[src/gsp_pkg.sv]
/*
 * Shared constants of the gyro serial register port: frame layout,
 * byte addresses of the output registers, field positions, reset values.
 * Assumes a single 200 MHz core clock and an external SPI master.
 */
`default_nettype none
package gsp_pkg;
    localparam int unsigned FRAME_BITS = 16;
    localparam int unsigned CNT_W = 5;
    localparam logic [4:0] CNT_LAST = 5'h10;
    localparam int unsigned ADDR_W = 6;
    localparam int unsigned WR_BIT = 15;
    localparam int unsigned ZERO_BIT = 14;
    localparam int unsigned ADDR_HI = 13;
    localparam int unsigned ADDR_LO = 8;
    localparam int unsigned FLAG_BIT = 15;
    localparam int unsigned ALARM_BIT = 14;
    // Byte addresses of the output registers (lower byte address even)
    localparam logic [5:0] A_ENDUR = 6'h00;
    localparam logic [5:0] A_SUPPLY = 6'h02;
    localparam logic [5:0] A_RATE = 6'h04;
    localparam logic [5:0] A_AUX = 6'h0a;
    localparam logic [5:0] A_TEMP = 6'h0c;
    localparam logic [5:0] A_ANGLE = 6'h0e;
    localparam logic [5:0] A_CMD = 6'h3e;
    // Command byte bits
    localparam int unsigned CMD_NULL_BIT = 0;
    localparam int unsigned CMD_SWRST_BIT = 7;
    localparam logic [15:0] REG_RST = 16'h0000;
    localparam logic [13:0] ANGLE_RST = 14'h0000;
    // Start-up hold after a pin reset, in microseconds
    localparam int unsigned START_US = 1;
    localparam int unsigned CLK_MHZ = 200;
    localparam logic [7:0] START_CYC = 8'(START_US * CLK_MHZ);
endpackage : gsp_pkg
`default_nettype wire

[src/gsp_port.sv]
/*
 * Serial register port of a rate-gyro sensor: SPI mode 3 slave, 16-bit
 * full-duplex frames, byte-addressed writes, whole-register reads,
 * relative-angle accumulator, new-data flags and start-up sequencing.
 * Assumes the SPI pins are asynchronous to clk and that the sample path
 * delivers one-cycle strobes with raw data from the core clock.
 */
`default_nettype none
module gsp_port (
    input wire logic clk,
    input wire logic rst,
    input wire logic rst_pin_n,
    input wire logic spi_cs_n,
    input wire logic spi_sclk,
    input wire logic spi_din,
    output logic spi_dout,
    output logic spi_dout_oe,
    input wire logic sample_stb,
    input wire logic [13:0] raw_rate,
    input wire logic [13:0] rate_bias,
    input wire logic [13:0] user_offset,
    input wire logic [11:0] supply_raw,
    input wire logic [11:0] aux_raw,
    input wire logic [11:0] temp_raw,
    input wire logic alarm,
    output logic startup_busy,
    output logic [7:0] wr_addr_data,
    output logic [5:0] wr_addr,
    output logic wr_stb
);
    // ****************************************
    // Input synchronisers
    // ****************************************
    logic [2:0] cs_s_q, cs_s_d, ck_s_q, ck_s_d, di_s_q, di_s_d, rp_s_q, rp_s_d;
    logic ck_prev_q, ck_prev_d;
    logic cs_n, ck, di, ck_rise, ck_fall, cs_fall;

    // Three stages per pin; stage 1 feeds only stage 2
    always_comb begin
        cs_s_d = {cs_s_q[1:0], spi_cs_n};
        ck_s_d = {ck_s_q[1:0], spi_sclk};
        di_s_d = {di_s_q[1:0], spi_din};
        rp_s_d = {rp_s_q[1:0], rst_pin_n};
        ck_prev_d = ck_s_q[1];
    end
    always_ff @(posedge clk or posedge rst) begin
        if (rst) begin
            cs_s_q <= 3'h7;
            ck_s_q <= 3'h7;
            di_s_q <= 3'h0;
            rp_s_q <= 3'h7;
            ck_prev_q <= 1'b1;
        end else begin
            cs_s_q <= cs_s_d;
            ck_s_q <= ck_s_d;
            di_s_q <= di_s_d;
            rp_s_q <= rp_s_d;
            ck_prev_q <= ck_prev_d;
        end
    end
    assign cs_n = cs_s_q[1];
    assign ck = cs_s_q[1] ? 1'b1 : ck_s_q[1];
    assign di = di_s_q[1];
    // Edges counted only inside a frame
    assign ck_rise = ~cs_n & ck & ~ck_prev_q;
    assign ck_fall = ~cs_n & ~ck & ck_prev_q;
    assign cs_fall = ~cs_n & cs_s_q[2];

    // ****************************************
    // Reset pin and start-up sequence
    // ****************************************
    logic [7:0] start_q, start_d;
    logic pin_rst;
    assign pin_rst = ~rp_s_q[1];

    // Hold busy while the pin is low and for a short settle after release
    always_comb begin
        start_d = start_q;
        if (pin_rst) begin
            start_d = gsp_pkg::START_CYC;
        end else if (start_q != 8'h00) begin
            start_d = start_q - 8'h01;
        end
    end
    always_ff @(posedge clk or posedge rst) begin
        if (rst) begin
            start_q <= gsp_pkg::START_CYC;
        end else begin
            start_q <= start_d;
        end
    end

    // ****************************************
    // Output data registers
    // ****************************************
    logic [13:0] rate_q, rate_d, angle_q, angle_d;
    logic [11:0] sup_q, sup_d, aux_q, aux_d, temp_q, temp_d;
    logic nd_q, nd_d;
    logic clr_angle, read_done, take;
    logic [13:0] cal;

    // Calibrated rate: raw minus factory bias plus user offset
    assign cal = raw_rate - rate_bias + user_offset;
    assign take = sample_stb & ~startup_busy;

    always_comb begin
        rate_d = rate_q;
        sup_d = sup_q;
        aux_d = aux_q;
        temp_d = temp_q;
        angle_d = angle_q;
        nd_d = nd_q;
        if (read_done) begin
            nd_d = 1'b0;
        end
        if (take) begin
            rate_d = cal;
            sup_d = supply_raw;
            aux_d = aux_raw;
            temp_d = temp_raw;
            angle_d = angle_q + cal;
            nd_d = 1'b1;
        end
        if (clr_angle | pin_rst) begin
            angle_d = gsp_pkg::ANGLE_RST;
        end
    end
    always_ff @(posedge clk or posedge rst) begin
        if (rst) begin
            rate_q <= 14'h0000;
            sup_q <= 12'h000;
            aux_q <= 12'h000;
            temp_q <= 12'h000;
            angle_q <= gsp_pkg::ANGLE_RST;
            nd_q <= 1'b0;
        end else begin
            rate_q <= rate_d;
            sup_q <= sup_d;
            aux_q <= aux_d;
            temp_q <= temp_d;
            angle_q <= angle_d;
            nd_q <= nd_d;
        end
    end

    // Either byte address selects the whole register
    function automatic logic [15:0] reg_word(input logic [5:0] a, input logic nd,
                                             input logic al);
        logic [13:0] body;
        body = 14'h0000;
        unique case ({a[5:1], 1'b0})
            gsp_pkg::A_SUPPLY: body = {2'b00, sup_q};
            gsp_pkg::A_RATE: body = rate_q;
            gsp_pkg::A_AUX: body = {2'b00, aux_q};
            gsp_pkg::A_TEMP: body = {2'b00, temp_q};
            gsp_pkg::A_ANGLE: body = angle_q;
            default: body = 14'h0000;
        endcase
        reg_word = {nd, al, body};
    endfunction : reg_word

    // ****************************************
    // Serial frame engine
    // ****************************************
    logic [15:0] sh_in_q, sh_in_d, sh_out_q, sh_out_d, next_q, next_d;
    logic [4:0] cnt_q, cnt_d;
    logic dout_q, dout_d, oe_q, oe_d, wr_q, wr_d, busy_q;
    logic [5:0] wa_q, wa_d;
    logic [7:0] wd_q, wd_d;
    logic frame_end, pend_q, pend_d;
    logic [15:0] word;

    assign word = {sh_in_q[14:0], di};
    assign frame_end = ck_rise & (cnt_q == gsp_pkg::CNT_LAST - 5'h01);
    assign clr_angle = wr_q & (wa_q == gsp_pkg::A_CMD)
                       & (wd_q[gsp_pkg::CMD_NULL_BIT] | wd_q[gsp_pkg::CMD_SWRST_BIT]);
    assign read_done = cs_fall & pend_q;

    always_comb begin
        sh_in_d = sh_in_q;
        sh_out_d = sh_out_q;
        next_d = next_q;
        cnt_d = cnt_q;
        dout_d = dout_q;
        oe_d = ~cs_n;
        wr_d = 1'b0;
        wa_d = wa_q;
        wd_d = wd_q;
        pend_d = pend_q;
        if (cs_n) begin
            cnt_d = 5'h00;
        end else if (cs_fall) begin
            sh_out_d = next_q;
            dout_d = next_q[15];
        end
        if (ck_fall && cnt_q != 5'h00) begin
            sh_out_d = {sh_out_q[14:0], 1'b0};
            dout_d = sh_out_q[14];
        end
        if (read_done) begin
            pend_d = 1'b0;
        end
        if (ck_rise && cnt_q < gsp_pkg::CNT_LAST) begin
            sh_in_d = word;
            cnt_d = cnt_q + 5'h01;
        end
        if (frame_end && !startup_busy) begin
            if (word[gsp_pkg::WR_BIT] && !word[gsp_pkg::ZERO_BIT]) begin
                wr_d = 1'b1;
                wa_d = word[gsp_pkg::ADDR_HI:gsp_pkg::ADDR_LO];
                wd_d = word[7:0];
            end else if (!word[gsp_pkg::WR_BIT] && !word[gsp_pkg::ZERO_BIT]) begin
                next_d = reg_word(word[gsp_pkg::ADDR_HI:gsp_pkg::ADDR_LO], nd_q,
                                  alarm);
                pend_d = 1'b1;
            end
        end
        // A sample after the read capture is still unread: keep its flag up
        if (take) begin
            pend_d = 1'b0;
        end
    end
    always_ff @(posedge clk or posedge rst) begin
        if (rst) begin
            sh_in_q <= gsp_pkg::REG_RST;
            sh_out_q <= gsp_pkg::REG_RST;
            next_q <= gsp_pkg::REG_RST;
            cnt_q <= 5'h00;
            dout_q <= 1'b0;
            oe_q <= 1'b0;
            wr_q <= 1'b0;
            wa_q <= 6'h00;
            wd_q <= 8'h00;
            pend_q <= 1'b0;
            busy_q <= 1'b1;
        end else begin
            sh_in_q <= sh_in_d;
            sh_out_q <= sh_out_d;
            next_q <= next_d;
            cnt_q <= cnt_d;
            dout_q <= dout_d;
            oe_q <= oe_d;
            wr_q <= wr_d;
            wa_q <= wa_d;
            wd_q <= wd_d;
            pend_q <= pend_d;
            busy_q <= pin_rst | (start_q != 8'h00);
        end
    end
    assign spi_dout = dout_q;
    assign spi_dout_oe = oe_q;
    assign startup_busy = busy_q;
    assign wr_stb = wr_q;
    assign wr_addr = wa_q;
    assign wr_addr_data = wd_q;

    // ****************************************
    // Checks
    // ****************************************
    chk_oe_off_idle: assert property (@(posedge clk) disable iff (rst)
        cs_n |=> !spi_dout_oe) else $error("dout driven while deselected");
    chk_no_count_idle: assert property (@(posedge clk) disable iff (rst)
        cs_n |=> cnt_q == 5'h00) else $error("count moved while deselected");
    chk_cnt_bound: assert property (@(posedge clk) disable iff (rst)
        cnt_q <= gsp_pkg::CNT_LAST) else $error("frame count overran");
    chk_write_pulse: assert property (@(posedge clk) disable iff (rst)
        wr_stb |=> !wr_stb) else $error("write strobe longer than one cycle");
    chk_angle_null: assert property (@(posedge clk) disable iff (rst)
        clr_angle |=> angle_q == 14'h0000) else $error("angle not cleared");
    chk_angle_sum: assert property (@(posedge clk) disable iff (rst)
        take && !clr_angle && !pin_rst |=> angle_q == $past(angle_q) + $past(cal))
        else $error("angle did not integrate");
    chk_nd_set: assert property (@(posedge clk) disable iff (rst)
        take |=> nd_q) else $error("new data flag not set");
    chk_nd_clear: assert property (@(posedge clk) disable iff (rst)
        read_done && !take |=> !nd_q) else $error("new data flag not cleared");
    chk_first_bit: assert property (@(posedge clk) disable iff (rst)
        cs_fall |=> spi_dout == $past(next_q[15])) else $error("first bit not msb");
    chk_busy_no_write: assert property (@(posedge clk) disable iff (rst)
        startup_busy |=> !wr_stb) else $error("write taken during start-up");
    chk_startup_hold: assert property (@(posedge clk) disable iff (rst)
        pin_rst |=> startup_busy [*2]) else $error("start-up not held");
endmodule : gsp_port
`default_nettype wire

[config.mk]
export PLATFORM = sky130hd
export DESIGN_NAME = gsp_port
export DESIGN_NICKNAME = d
export VERILOG_FILES = /design/src/gsp_pkg.sv /design/src/gsp_port.sv
export SDC_FILE = /design/constraint.sdc
export NUM_CORES = 1
export LEC_CHECK = 0
export ABC_AREA = 1
export ABC_CLOCK_PERIOD_IN_PS = 4700
export BUFFER_PORTS_ARGS = -buffer_cell sky130_fd_sc_hd__clkbuf_2
export CAP_MARGIN = 20
export CELL_PAD_IN_SITES_DETAIL_PLACEMENT = 0
export CELL_PAD_IN_SITES_GLOBAL_PLACEMENT = 1
export CORE_MARGIN = 1
export CORE_UTILIZATION = 41
export CTS_BUF_LIST = sky130_fd_sc_hd__clkbuf_8
export DETAILED_ROUTE_END_ITERATION = 10
export PLACE_DENSITY_LB_ADDON = 0.1
export SLEW_MARGIN = 15
export SYNTH_ARGS = -nofsm -noshare
export SYNTH_HDL_FRONTEND = slang
export SYNTH_SLANG_ARGS = --single-unit
[constraint.sdc]
create_clock -name clk -period 4.7 [get_ports clk]
set_clock_uncertainty 0.1 [all_clocks]
set_input_delay 0.235 -clock clk [delete_from_list [all_inputs] [get_ports clk]]
set_output_delay 0.235 -clock clk [all_outputs]
set_load 0.005 [all_outputs]
# Word-level counts from Yosys, hierarchy flattened
# Index checks and enable logic that the tools add are counted.
totals:
  wordCells: 97
  inputBits: 86
  regBits: 153
op_classes:
  n_eq_ne: 9
  add_sub_neg: 5
  n_bitwise: 19
  order_cmp: 1
  mux: 23
  n_reduce_logical: 17
ops:
  columns: ["op", "n"]
  rows:
  - ["14-bit case mux with 5 select lines", 1]
  - ["15-bit 2-to-1 mux", 3]
  - ["14-bit adder", 2]
  - ["14-bit 2-to-1 mux", 2]
  - ["8-bit 2-to-1 mux", 2]
  - ["5-bit by 3-bit == test with 1-bit output, second input constant", 3]
  - ["14-bit subtractor", 1]
  - ["1-bit 2-to-1 mux", 13]
  - ["1-bit bitwise AND", 10]
  - ["5-bit 2-to-1 mux", 2]
  - ["2-bit nonzero test", 4]
  - ["8-bit nonzero test", 1]
  - ["8-bit by 1-bit subtractor with 8-bit output, second input constant", 1]
  - ["6-bit == test, second input constant", 1]
  - ["1-bit inverter", 6]
  - ["5-bit by 1-bit adder with 5-bit output, second input constant", 1]
  - ["5-bit by 1-bit == test with 1-bit output, second input constant", 1]
  - ["5-bit by 2-bit == test with 1-bit output, second input constant", 1]
  - ["5-bit by 4-bit == test with 1-bit output, second input constant", 1]
  - ["1-bit logical AND", 5]
  - ["5-bit less-than comparator, second input constant", 1]
  - ["5-bit nonzero test", 1]
  - ["2-bit by 1-bit inequality test with 1-bit output, second input constant", 2]
  - ["2-bit AND reduction", 2]
  - ["3 further kinds", 7]

# Longest topological paths before layout
# Gate-level depths: netlist (run 1).
depth:
  depth_word: 8
  mapped_depth: 24
  depth_no_buf: 24

# Worst setup path after synthesis (run 1)
# No wires, ideal clock.
synth_timing:
  path_kind: "input -> register"
  from: "in raw_rate[2]"
  to: "reg angle_q[12]"
  t_required_ns: 4.468
  path_slack_ns: 1.403
  path_buffers: 0
  stages: 16
  arrival_time_ns: 3.065
  cell_sequence: "inv_1 -> fa_1 -> inv_1 -> ha_1 -> or2_2 -> and2_4 -> a21oi_1 -> o21ai_1 -> xor2_1 -> ha_1 -> a21oi_1 -> nor2_1 -> a211oi_1 -> nand3_1 -> nor2_1 -> o22ai_1"
synth_between:
  elab_chain_cells: 5
synth_lines:
  columns: ["item", "line", "text"]
  rows:
  - ["from (decl)", "gsp_port.sv:19", "input wire logic [13:0] raw_rate,"]
  - ["14-bit subtractor", "gsp_port.sv:103", "assign cal = raw_rate - rate_bias + user_offset;"]
  - ["14-bit adder", "gsp_port.sv:103", null]
  - ["via cal[9]", "gsp_port.sv:100", "logic [13:0] cal;"]
  - ["14-bit adder", "gsp_port.sv:121", "angle_d = angle_q + cal;"]
  - ["14-bit 2-to-1 mux", "gsp_port.sv:116", "if (take) begin"]
  - ["14-bit 2-to-1 mux", "gsp_port.sv:124", "if (clr_angle | pin_rst) begin"]
  - ["to (signal assigned)", "gsp_port.sv:134", "angle_q <= gsp_pkg::ANGLE_RST;"]
  - ["to (signal assigned)", "gsp_port.sv:141", "angle_q <= angle_d;"]
  - ["to (decl)", "gsp_port.sv:96", "logic [13:0] rate_q, rate_d, angle_q, angle_d;"]
# The timed path passes the listed nets, and every way through them passes these cells. The select of a mux whose other input is x is not followed.
# A chain may end at the register's enable or synchronous reset.

# Worst setup path in the final report (run 1)
layout_timing:
  from: "in raw_rate[1]"
  to: "reg angle_q[13]"
# Same word-level chain as after synthesis.

==> results.txt, run 1 <==
* Result of the run: finished, final reports clean
- Global Route met3 Usage: 3.97%
- Counting every instance in the synthesized netlist gives 977.
- The number of buffers and inverters on the critical path is 3.
- Wire length of the first global-routing pass: 31.2 mm
* Biggest area consumer among synthesized cells: dfrtp_1
- Most instantiated library cell after synthesis: nand2_1
* Clock H-tree levels: 4
- Synthesis inferred approximately 150 register bits.
* Final GP Congestion: 0.815
- Final setup violation count: 0
* TritonCTS Buffers: 17
- Global routing used between 10% and 20% of the available tracks across all layers.
- Number of nets with antenna violations after detailed routing: 0
* Layout overhead on the synthesized area: 19.8%
- Summing every instance area after synthesis gives 8100 µm².
- Instance count after placement with tap cells included: 1319
- Reg-to-reg critical path startpoint: cnt_q[0]$_DFFE_PP0P_
* Max-slew violation count: 0
- TritonCTS clock tree: yes
- Once detailed placement completed, the half-perimeter wirelength came to 13.5 mm.
- Total die area: roughly 20000 µm²
- M1 GR Usage: 27.7%
- The clock drives 153 sinks.
- The number of nets in the synthesized netlist is 1109.
- The post-route netlist has roughly 15% of its cells at a drive strength greater than 1.
- Final hold violation count: 0
- Final #Nets: 1247
- Total area of sequential cells: 3840 µm²
* Worst Path Required: 4.95 ns
- For this design the static power due to leakage is 4.84 nW.
- Number of warnings printed during yosys synthesis: 0
- STA classifies the critical path startpoint as a primary input.
* Number of diodes added for antenna fixing: 0
- The floorplan step defined a core boundary enclosing 19400 µm².
* Routed WL per cell: 13.4 µm
- In this run the vertical extent of the chip is 143 µm.
- Crit Path Class: in2reg
- Number of flops mapped to enable cells by yosys: 0
* Syn Area/Cell: 8.29 µm²
- For this run, the slowest stage of the critical path takes 0.52 ns.
* Placement Rows: between 50 and 60
- The worst hold path terminates at rate_q[0]$_DFFE_PP0P_.
* Area contributors post-synth: dfrtp_1, nand2_1, inv_1
- The slowest stage of the critical path belongs to the cell fa_1.
- Kind of capture point of the worst setup path: flop
* Period minus WS final: 3.21 ns
- Along the worst hold path, the cell count comes to 4.
* Crit Path Max Fanout: 5
- Counting along the longest clock path gives a buffer depth of 2.
- Global routing consumed, on the met2 layer, 30.7% of the routing resources.
* Number of antenna violations at the first check in global routing: 0
* Number of maximum-capacitance violations: 0
- Number of standard cells in the final layout excluding fillers: 1393
* Portion of synthesized cell area occupied by the leading cell type: 43.6%
- For this run, the leading register cell type out of synthesis is dfrtp_1.
* Most congested layer reported by global routing: met2
- Total via count in the routed design: around 6500
- Pwr Density: around 340 nW/µm²
- Maximum number of pins on one net before global-route repair: 86
* Leading cell types by count after synthesis: nand2_1, inv_1, dfrtp_1
- On the critical path the largest part of the delay comes from adder cells.
- Count of unresolved DRC violations after routing: 0
* Clock slew at the register clock pins of the worst setup and hold paths: 0.09 ns
* Cell-by-cell listing of the critical path: clkbuf_2, inv_1, fa_1, fa_1, inv_1, nand3_1, nand2_1, a21oi_1, o21ai_1, nand2_1, nand2_1, nand2_1, and2_1, ha_1, nand2_1, nor2_1, nand2_1, o21ai_0, nand3_1, nand3_1, nand2_1
- Vias in the first global route: 6261
- Number of vias per cell: between 4 and 5
* Peak supply drop: between 0.0001 and 0.00015 V
* Clock Latency Late Sink: 0.46 ns
- The worst register-to-register path has a depth of 6.
* Area taken by multi-input logic gates: 3510 µm²
* Min-delay src: raw_rate[0]
- Number of DRC violations after detailed-routing iteration 0: roughly 410
* Data arrival time of the critical path: 3.46 ns
- For the final routed database, the setup TNS stands at 0 ns.
- Fraction of registers with async set or reset after synthesis: 100%
- The layout has 1984 filler cells.
* Worst-Margin Slew: 0.922 ns
- PortBufs: 103
- Clock root buffer: clkbuf_8
* RSZ-0062 raised after global routing: no
- Reg-to-reg slack, setup: 1.61 ns
- The worst register-to-register path ends at sh_out_q[14]$_DFFE_PP0P_.
* Ratio of final minimum period to clock period: 68.4%
* Count of boundary I/O pins: between 100 and 150
- Counting distinct cell types in the post-synthesis netlist gives between 40 and 50.
* Sequential area share after synthesis: 47.5%
* Total Wirelength: roughly 19 mm
* Headroom to the max-slew limit: 38.4%
- The total overflow left after global routing is 0.
* DRT Pass-1 Iters: 4
- Timing would allow up to 0.311 GHz.
* Worst Hold Class: in2reg
- CP most frequent cell: nand2_1
- Initial standard-cell utilization of the core: 41.8%
* DIE WIDTH: 143 µm
per-layer routing:
metal	part of all wire, %	wire, µm
met1	49	9230
met2	45	8450
met3	4.2	787
met4	1.1	202
met5	0	0
logic make-up (layout without fill, tap and decap cells):
kind of cell               Yosys count  in the layout  synth area share, %
adders and majority gates           46             46                 8.40
AOI/OAI and AO/OA                  194            194                 13.0
and+or+nand+nor                    371            371                 19.4
DFF                                153            153                 47.5
buffers and inverters              192            343                 9.27
xor gates and xnor gates            18             18                 1.95
muxes                                3              3                0.556
worst reg2reg max path, delay by kind of cell (launching register included):
family	cells	cell delay [ns]
flip-flops	1	0.40
buffers and inverters	1	0.10
adder cells (fa/ha/maj)	1	0.15
AO/OA/AOI/OAI	1	0.48
AND/OR/NAND/NOR	3	1.75
through the flow:
stage	area [µm²]	worst slack [ns]	utilization, %	hold slack, ns	power, mW
final	9700	1.49	50.0	0.0597	3.30
after global routing	9700	1.08	50.0	0.0889	3.53
after CTS	9700	1.45	50.0	0.0386	3.35
after detailed placement	8850	0.967	45.6	0.224	2.24
after global placement	8840	1.02	45.6	0.224	2.23
after floorplan	8100	0.263	-	0.139	2.03
sequential cells by signal (all words and copies together), names as in the netlist, 3 cells and up:
name	count
wr_addr	6
sh_out_q	15
cs_s_q	3
cnt_q	5
aux_q	12
rate_q	14
angle_q	14
sup_q	12
next_q	16
wr_addr_data	8
sh_in_q	15
temp_q	12
start_q	8
worst max-delay path by stage:
stage	from	to	cells past startpoint
3_5_place_dp	raw_rate[1]	angle_q[13]$_DFFE_PP0P_	21
2_1_floorplan	rst	angle_q[0]$_DFFE_PP0P_	1
4_1_cts	raw_rate[1]	angle_q[13]$_DFFE_PP0P_	21
6_report	raw_rate[1]	angle_q[13]$_DFFE_PP0P_	21
3_3_place_gp	raw_rate[1]	angle_q[13]$_DFFE_PP0P_	21
5_1_grt	raw_rate[1]	angle_q[13]$_DFFE_PP0P_	21
layout by cell type, fill, tap and decap left out, types with 4 or more instances in the layout:
| cell type | synthesis | layout |
|---|---|---|
| nand2_1 | 221 | 221 |
| inv_1 | 159 | 157 |
| dfrtp_1 | 141 | 141 |
| o21ai_0 | 109 | 109 |
| clkbuf_2 | 1 | 103 |
| nor2_1 | 62 | 61 |
| nand3_1 | 56 | 56 |
| dlygate4sd3_1 | 0 | 42 |
| a21oi_1 | 33 | 33 |
| ha_1 | 32 | 32 |
| o22ai_1 | 22 | 22 |
| clkbuf_8 | 0 | 19 |
| a31oi_1 | 16 | 16 |
| fa_1 | 14 | 14 |
| nor3_1 | 13 | 13 |
| dfstp_2 | 12 | 12 |
| xor2_1 | 10 | 10 |
| xnor2_1 | 8 | 8 |
| inv_6 | 0 | 4 |
| buf_4 | 0 | 4 |
power breakdown:
| group | internal, mW | switching, mW | total, mW |
|---|---|---|---|
| Combinational | 0.285 | 0.471 | 0.757 |
| Sequential | 1.42 | 0.0573 | 1.48 |
| Clock | 0.558 | 0.512 | 1.07 |
| Total | 2.26 | 1.04 | 3.30 |
repair_timing:
item                      in CTS  in global routing
hold endpoints to repair     112                  0
hold buffers                  42                  0
gates resized for setup        0                  0
buffers inserted               0                  0
area by class of cell:
type                    instances  share of cell area, %
clock buffers                  19                   2.70
inverters                     161                   6.29
clock inverters                13                   1.72
multi-input cells             632                   36.1
well taps                     265                   3.42
flip-flops and latches        153                   39.6
repair buffers                150                   10.1
(Power assumes the default switching activity.)
==> run 2, diff against run 1 <==
--- a/config.mk
+++ b/config.mk
@@ -6,7 +6,7 @@
 export NUM_CORES = 1
 export LEC_CHECK = 0
 export ABC_AREA = 1
-export ABC_CLOCK_PERIOD_IN_PS = 4700
+export ABC_CLOCK_PERIOD_IN_PS = 2700
 export BUFFER_PORTS_ARGS = -buffer_cell sky130_fd_sc_hd__clkbuf_2
 export CAP_MARGIN = 20
 export CELL_PAD_IN_SITES_DETAIL_PLACEMENT = 0
==> constraint.sdc (replaced) <==
create_clock -name clk -period 2.7 [get_ports clk]
set_clock_uncertainty 0.1 [all_clocks]
set_input_delay 0.135 -clock clk [delete_from_list [all_inputs] [get_ports clk]]
set_output_delay 0.135 -clock clk [all_outputs]
set_load 0.005 [all_outputs]
==> run 2 against run 1 <==
The run now ends with negative setup slack left. Sequential power rose by 74%. Routed wire length rose by 7.3%. Global-route usage rose by 1.3 points. Setup slack got worse by 1.5 ns. Clock power rose by 63%. Final area rose by 10%. Non-clock buffer count rose by 66. Total power rose by 94%. Flip-flop and latch count did not move. Critical path depth fell by 3. Worst hold slack improved by 0.021 ns. Utilization rose by 5.1 points. Critical path type unchanged. Critical endpoint is now angle_q[12]$_DFFE_PP0P_. Largest power group unchanged.
==> results.txt, run 2 (synthesis gave the netlist of run 1 again) <==
- Compared with the post-synthesis result, the final layout area differs by 32.0%.
- Data arrival time of the critical path: 2.98 ns
- Among all stages on the critical path, the largest delay is contributed by fa_1.
- Number of DRC violations after detailed-routing iteration 0: 321
- In this run the static leakage power is 5.21 nW.
- RSZ-0062 raised after global routing: yes
* Peak supply drop: ~0.00029 V
- Final hold violation count: 0
* Highest-count cells in the layout ignoring fill and taps: nand2_1, inv_1, dfrtp_1, o21ai_0, clkbuf_2
- Summed over all nets, the switching power comes to 2.08 mW.
- Delay contributed by the slowest stage of the critical path: ~0.55 ns
- Crit Path Class: in2reg
- PortBufs: 103
- Net switching is between 30 and 40% of the power.
- Final setup violation count: 1
- Summing all non-filler instances in the final layout gives an area of 10700 µm².
- The pre-antenna-repair detailed-routing pass consisted of 4 iterations.
- Nature of the critical path startpoint: primary input
- Combinational logic is responsible for 32.7% of the overall power.
* Total via count in the routed design: 6840
* Total Wirelength: 20.0 mm
- Max-slew violation count: 0
- Proportion of power drawn by flip-flops and latches: 40.1%
* Global-route congestion overflow total: 0
* Final GP Congestion: 0.838
- The H-tree was split into 4 levels.
* Wire length of the first global-routing pass: about 33 mm
- Result of the run: complete, but fails checks
- In the global route stage, overall resource usage came out at 21.0%.
* Cell-by-cell listing of the critical path: buf_6, fa_1, inv_2, ha_4, or2_4, and2_4, a21oi_4, o21ai_2, xor2_1, buf_4, ha_4, nand2_1, nor2_2, nand3_1, nand3_1, nand2_1, nand2_1, o22ai_2
- Placement Rows: 51
- In this run the deepest clock path goes through 2 buffers.
* Final #Nets: 1313
- For this run, design rule violations remaining after detail routing come to 0.
* Clock Latency Late Sink: between 0.4 and 0.5 ns
- TritonCTS Buffers: 17
* Count of boundary I/O pins: 104
- Pwr Density: 599 nW/µm²
- Total die area: 20300 µm²
* Ratio of final minimum period to clock period: 102%
- 0 antenna diodes ended up in the layout.
* Worst-Margin Slew: 0.654 ns
- TritonCTS clock tree: yes
- The register with the most flip-flops in the layout has 16 of them.
- Clock power share: 27.2%
- Number of antenna violations at the first check in global routing: 0
- Number of nets with antenna violations after detailed routing: 0
* Maximum number of pins on one net before global-route repair: 70
* Routed WL per cell: 13.7 µm
- Crit Path Max Fanout: 3
- Core occupancy in the finished layout: a little under three fifths
* Clock root buffer: clkbuf_8
* Fill cell total of the finished layout: 1844
* Total placed instance area: 9500 µm²
- STA puts the critical path data required time at roughly 2.9 ns.
- Vias in the first global route: 6678
- Kind of capture point of the worst setup path: flop
- Number of maximum-capacitance violations: 0
* Leading registers by flop count: next_q (16), sh_in_q (15), sh_out_q (15)
- CP most frequent cell: nand2_1
- Internal power contribution: 4.33 mW
- After layout, the minimum clock period comes to 2.76 ns.
- Die boundary height: 143 µm
* DIE WIDTH: between 100 and 150 µm
- Fraction of layout instances using a drive strength above 1: about a quarter
* Initial standard-cell utilization of the core: a little over two fifths
* Headroom to the max-slew limit: 56.3%
- After layout, the worst setup slack is -0.0629 ns.
- Clock slew at the register clock pins of the worst setup and hold paths: 0.09 ns
- Worst Hold Class: in2reg
* Number of vias per cell: 4.69
* Leading cell type in the layout, fill and taps excluded: nand2_1
* HPWL reported at the end of detailed placement: 15.0 mm
- Core Box Area: 19400 µm²
- Ranked by flip-flop count, first place goes to next_q.
- For this run, the top clock speed supported by timing is between 0.3 and 0.4 GHz.
* TritonCTS Sinks: 153
- The checks that failed: negative setup slack.
-- run 2: cell types whose count changed in the layout (fill, tap and decap cells not counted), sizes merged --
cell	delta
buf	+68
bufinv	-1
clkbuf	-4
clkinvlp	+1
dlygate4sd3	+1
inv	+1
-- run 2: path summary, 6_finish.rpt --
kind	end	cells after the start	from	slack (ns)
max	angle_q[12]$_DFFE_PP0P_	18	rate_bias[2]	-0.06
min	angle_q[0]$_DFFE_PP0P_	5	raw_rate[0]	0.08
max reg2reg	next_q[11]$_DFFE_PP0P_	5	sh_in_q[8]$_DFFE_PP0P_	0.32
min reg2reg	cs_s_q[1]$_DFF_PP1_	0	cs_s_q[0]$_DFF_PP1_	0.26
max in group asynchronous	ck_s_q[0]$_DFF_PP1_	4	rst	1.90
min in group asynchronous	di_s_q[1]$_DFF_PP0_	4	rst	0.23
-- run 2: per-stage QoR --
step | total power, mW | setup TNS, ns | setup WS [ns] | std cells | hold slack [ns]
floorplan | 3.64 | -0.603 | -0.280 | 977 | 0.0395
global placement | 4.37 | -4.34 | -0.532 | 1380 | 0.124
detailed placement | 4.38 | -4.84 | -0.568 | 1380 | 0.125
CTS | 6.26 | 0 | 0.00933 | 1456 | 0.0555
global route | 6.81 | -0.342 | -0.167 | 1459 | 0.0834
finish | 6.40 | -0.0629 | -0.0629 | 1459 | 0.0809
-- run 2: repair_timing --
| action | CTS | global route |
|---|---|---|
| buffers inserted | 1 | 3 |
| cloned | 0 | 0 |
| resized for setup | 13 | 46 |
| hold buffers | 43 | 0 |
| endpoints found under the setup margin | 5 | 9 |
| pin swaps | 10 | 40 |
| endpoints found under the hold margin | 183 | 0 |
-- run 2: final cells by class --
class	instances	area (µm²)	area share (%)
timing repair buffer	216	1520	14.2
clock buffer	18	248	2.32
inverter	161	614	5.75
clock inverter	14	148	1.38
multi-input combinational	632	3990	37.3
sequential	153	3840	36.0
tap	265	332	3.10
-- run 2: worst max-delay path, delay by kind of cell --
kind / cells / cell delay [ns]
fa+ha+maj: 3 / 1.05
compound gates: 3 / 0.33
buf+inv: 3 / 0.29
simple gates: 8 / 1.00
xor+xnor: 1 / 0.18
-- run 2: metal layers --
layer	vias to the layer above	track usage, %	part of all wire [%]
li1	3545	-	-
met1	3154	27.8	48
met2	118	34.9	48
met3	23	3.63	2.4
met4	0	6.73	2.0
met5	-	0	0
-- run 2: power by group through the flow --
stage | registers (mW) | clock network (mW) | logic (mW)
CTS | 2.57 | 1.80 | 1.89
global route | 2.59 | 1.89 | 2.32
finish | 2.57 | 1.74 | 2.09
global placement | 2.61 | 0 | 1.76
detailed placement | 2.61 | 0 | 1.77
floorplan | 2.59 | 0 | 1.05
==> run 3, diff against run 2 <==
--- a/config.mk
+++ b/config.mk
@@ -20,3 +20,4 @@
 export SYNTH_ARGS = -nofsm -noshare
 export SYNTH_HDL_FRONTEND = slang
 export SYNTH_SLANG_ARGS = --single-unit
+export TNS_END_PERCENT = 1
==> run 3 against run 2 <==
The run now ends clean. Clock-buffer cell count decreased by 1. Non-clock buffer count increased by 10. Setup slack improved by 0.11 ns. Sequential power about the same. Utilization increased by 1.0 points. Highest routed layer unchanged. Via count decreased by 0.48%.
==> results.txt, run 3 (synthesis gave the netlist of run 1 again) <==
* Leading cell type in the layout, fill and taps excluded: nand2_1
- Count of boundary I/O pins: 104
* Delay contributed by the slowest stage of the critical path: 0.54 ns
- Along the worst path, the maximum fanout reaches 3.
* Crit Path Class: in2reg
* Worst-Margin Slew: 0.695 ns
* Kind of capture point of the worst setup path: flop
- Number of diodes added for antenna fixing: 0
* Worst slack at placement: -0.845 ns
- For this configuration, the core starts out at a cell density of a little over two fifths.
- Summed over all failing endpoints, the final setup total negative slack is 0 ns.
- DIE WIDTH: between 100 and 150 µm
- Setup violations remaining at the end of the flow were counted as 0.
- For this run, the top clock speed supported by timing is 0.376 GHz.
- Number of DRC violations after detailed-routing iteration 0: 278
- Cell count of the worst reg-to-reg path: 9
- Layout overhead on the synthesized area: 34.4%
- Highest-count cells in the layout ignoring fill and taps: nand2_1, inv_1, dfrtp_1, clkbuf_2, o21ai_0
* Wire length of the first global-routing pass: 31.3 mm
- For this run, the share of the core covered by cells in the final layout is 56.1%.
- In this run the deepest clock path goes through 2 buffers.
* Die boundary height: between 100 and 150 µm
* Clock Latency Late Sink: between 0.4 and 0.5 ns
- In the final design database the tool counted 1323 nets.
- Row generation in the floorplan step produced 51 rows.
* Core Box Area: 19400 µm²
- Routed WL per cell: 13.1 µm
* Fraction of layout instances using a drive strength above 1: 27.9%
- CP Buf/Inv Count: 3
- For this run, the total global-route usage over all layers was measured as 19.8%.
- Max-slew violation count: 0
* RSZ-0062 raised after global routing: yes
- TritonCTS Buffers: 17
* PortBufs: 103
- Period minus WS final: roughly 2.7 ns
- Final GP Congestion: 0.827
* Headroom to the max-slew limit: a little over half
- Data arrival time of the critical path: 2.88 ns
- STA puts the critical path data required time at ~3 ns.
- In this run the worst hold path is classified as in2reg.
* DRT Pass-1 Iters: 5
* Vias in the first global route: 6329
- Flip-flop count of the largest register after layout: 16
- The critical path runs through a total of 18 cells.
- Global-route congestion overflow total: 0
- Total Wirelength: 19.3 mm
* Pwr Density: approximately 600 nW/µm²
* Ratio of final minimum period to clock period: 98.4%
* Critical Path Slowest Stage Cell: fa_1
- The total count of hold-check failures in the final report was 0.
- After detailed routing, the number of vias per cell comes to 4.63.
* Total via count in the routed design: around 6800
- The count of nets left with antenna violations once routing finished came out at 0.
- TritonCTS built the clock tree.
* TritonCTS Sinks: 153
* Cell-by-cell listing of the critical path: clkbuf_2, fa_1, inv_2, ha_4, or2_4, and2_4, a21oi_4, o21ai_2, xor2_2, buf_4, ha_4, nand2_4, nor2_4, nand2_1, nand3_2, a21oi_2, o21ai_1, o21ai_1
- In this run the static leakage power is between 5 and 6 nW.
- Hold is met by 0.0222 ns.
- IR analysis of the VDD net gives a maximum drop of 0.000268 V.
* Result of the run: finished, final reports clean
- Crit-path leading delay family: adder cells
* HPWL reported at the end of detailed placement: 13.8 mm
- Clock-pin slew was measured on the worst setup and hold paths at roughly 0.08 ns.
- Register containing the most flip-flops in the final layout: next_q
* Total die area: 20300 µm²
- In this run the number of H-tree levels came out at 4.
- CTS placed an instance of clkbuf_8 at the clock tree root.
- Number of antenna violations at the first check in global routing: 0
- The worst hold path passes through 5 cells.
- The largest registers in the layout are next_q (16), sh_in_q (15), sh_out_q (15).
- Number of maximum-capacitance violations: 0
* Setup slack of the critical path after layout: 0.0432 ns
- For this run, design rule violations remaining after detail routing come to 0.
* Nature of the critical path startpoint: primary input
* Maximum number of pins on one net before global-route repair: 79
## run 3: timing repair
action                     CTS  global route
setup buffers                4             4
hold buffers                43             0
resized for setup           21           101
pin swaps                   18            58
hold endpoints to repair   159             0
setup endpoints to repair    8             9
## run 3: cell type report
type	count	area [µm²]
Sequential cell	153	3840
Timing Repair Buffer	226	1590
Fill cell	1831	8520
Inverter	161	609
Tap cell	265	332
Multi-Input combinational cell	632	4080
Clock buffer	17	234
Clock inverter	15	188
## run 3: routing by layer
layer / up-vias / share of wire, % / track usage, %
li1: 3562 / - / -
met4: 0 / 1.4 / 5.66
met1: 3114 / 51 / 28.8
met2: 108 / 46 / 30.2
met5: - / 0 / 0
met3: 23 / 2.4 / 3.47
## run 3: path summary, 6_finish.rpt
path / slack (ns) / from / endpoint
worst max register to register: 0.65 / cnt_q[1]$_DFFE_PP0P_ / wr_addr_data[7]$_DFFE_PP0P_
max in group asynchronous: 1.66 / rst / aux_q[8]$_DFFE_PP0P_
worst min register to register: 0.25 / di_s_q[0]$_DFF_PP0_ / di_s_q[1]$_DFF_PP0_
min in group asynchronous: 0.12 / rst / start_q[2]$_DFFE_PP0P_
worst max-delay path: 0.04 / rate_bias[2] / angle_q[11]$_DFFE_PP0P_
worst min-delay path: 0.02 / sample_stb / temp_q[10]$_DFFE_PP0P_
## run 3: worst reg2reg max path, stage by stage, from the launching register on
cell     delay [ns]
dfrtp_1        0.38
ha_1           0.19
nand2_1        0.07
nor2_1         0.10
ha_1           0.19
nand4_2        0.14
nor2_4         0.19
inv_1          0.31
nand2_1        0.16
o21ai_0        0.09
## run 3: through the flow
stage | instance area, µm² | total power, mW | cells
6_report | 10900 | 6.58 | 1469
5_1_grt | 10900 | 7.00 | 1469
4_1_cts | 10300 | 6.23 | 1465
3_5_place_dp | 9370 | 4.25 | 1386
3_3_place_gp | 9370 | 4.24 | 1386
2_1_floorplan | 8100 | 3.54 | 977
## run 3: power breakdown
part           switching [mW]  internal, mW  leakage [nW]  total [mW]
combinational            1.12          1.05          3.18        2.17
clock                   0.848         0.996         0.220        1.84
sequential             0.0977          2.47          1.92        2.57
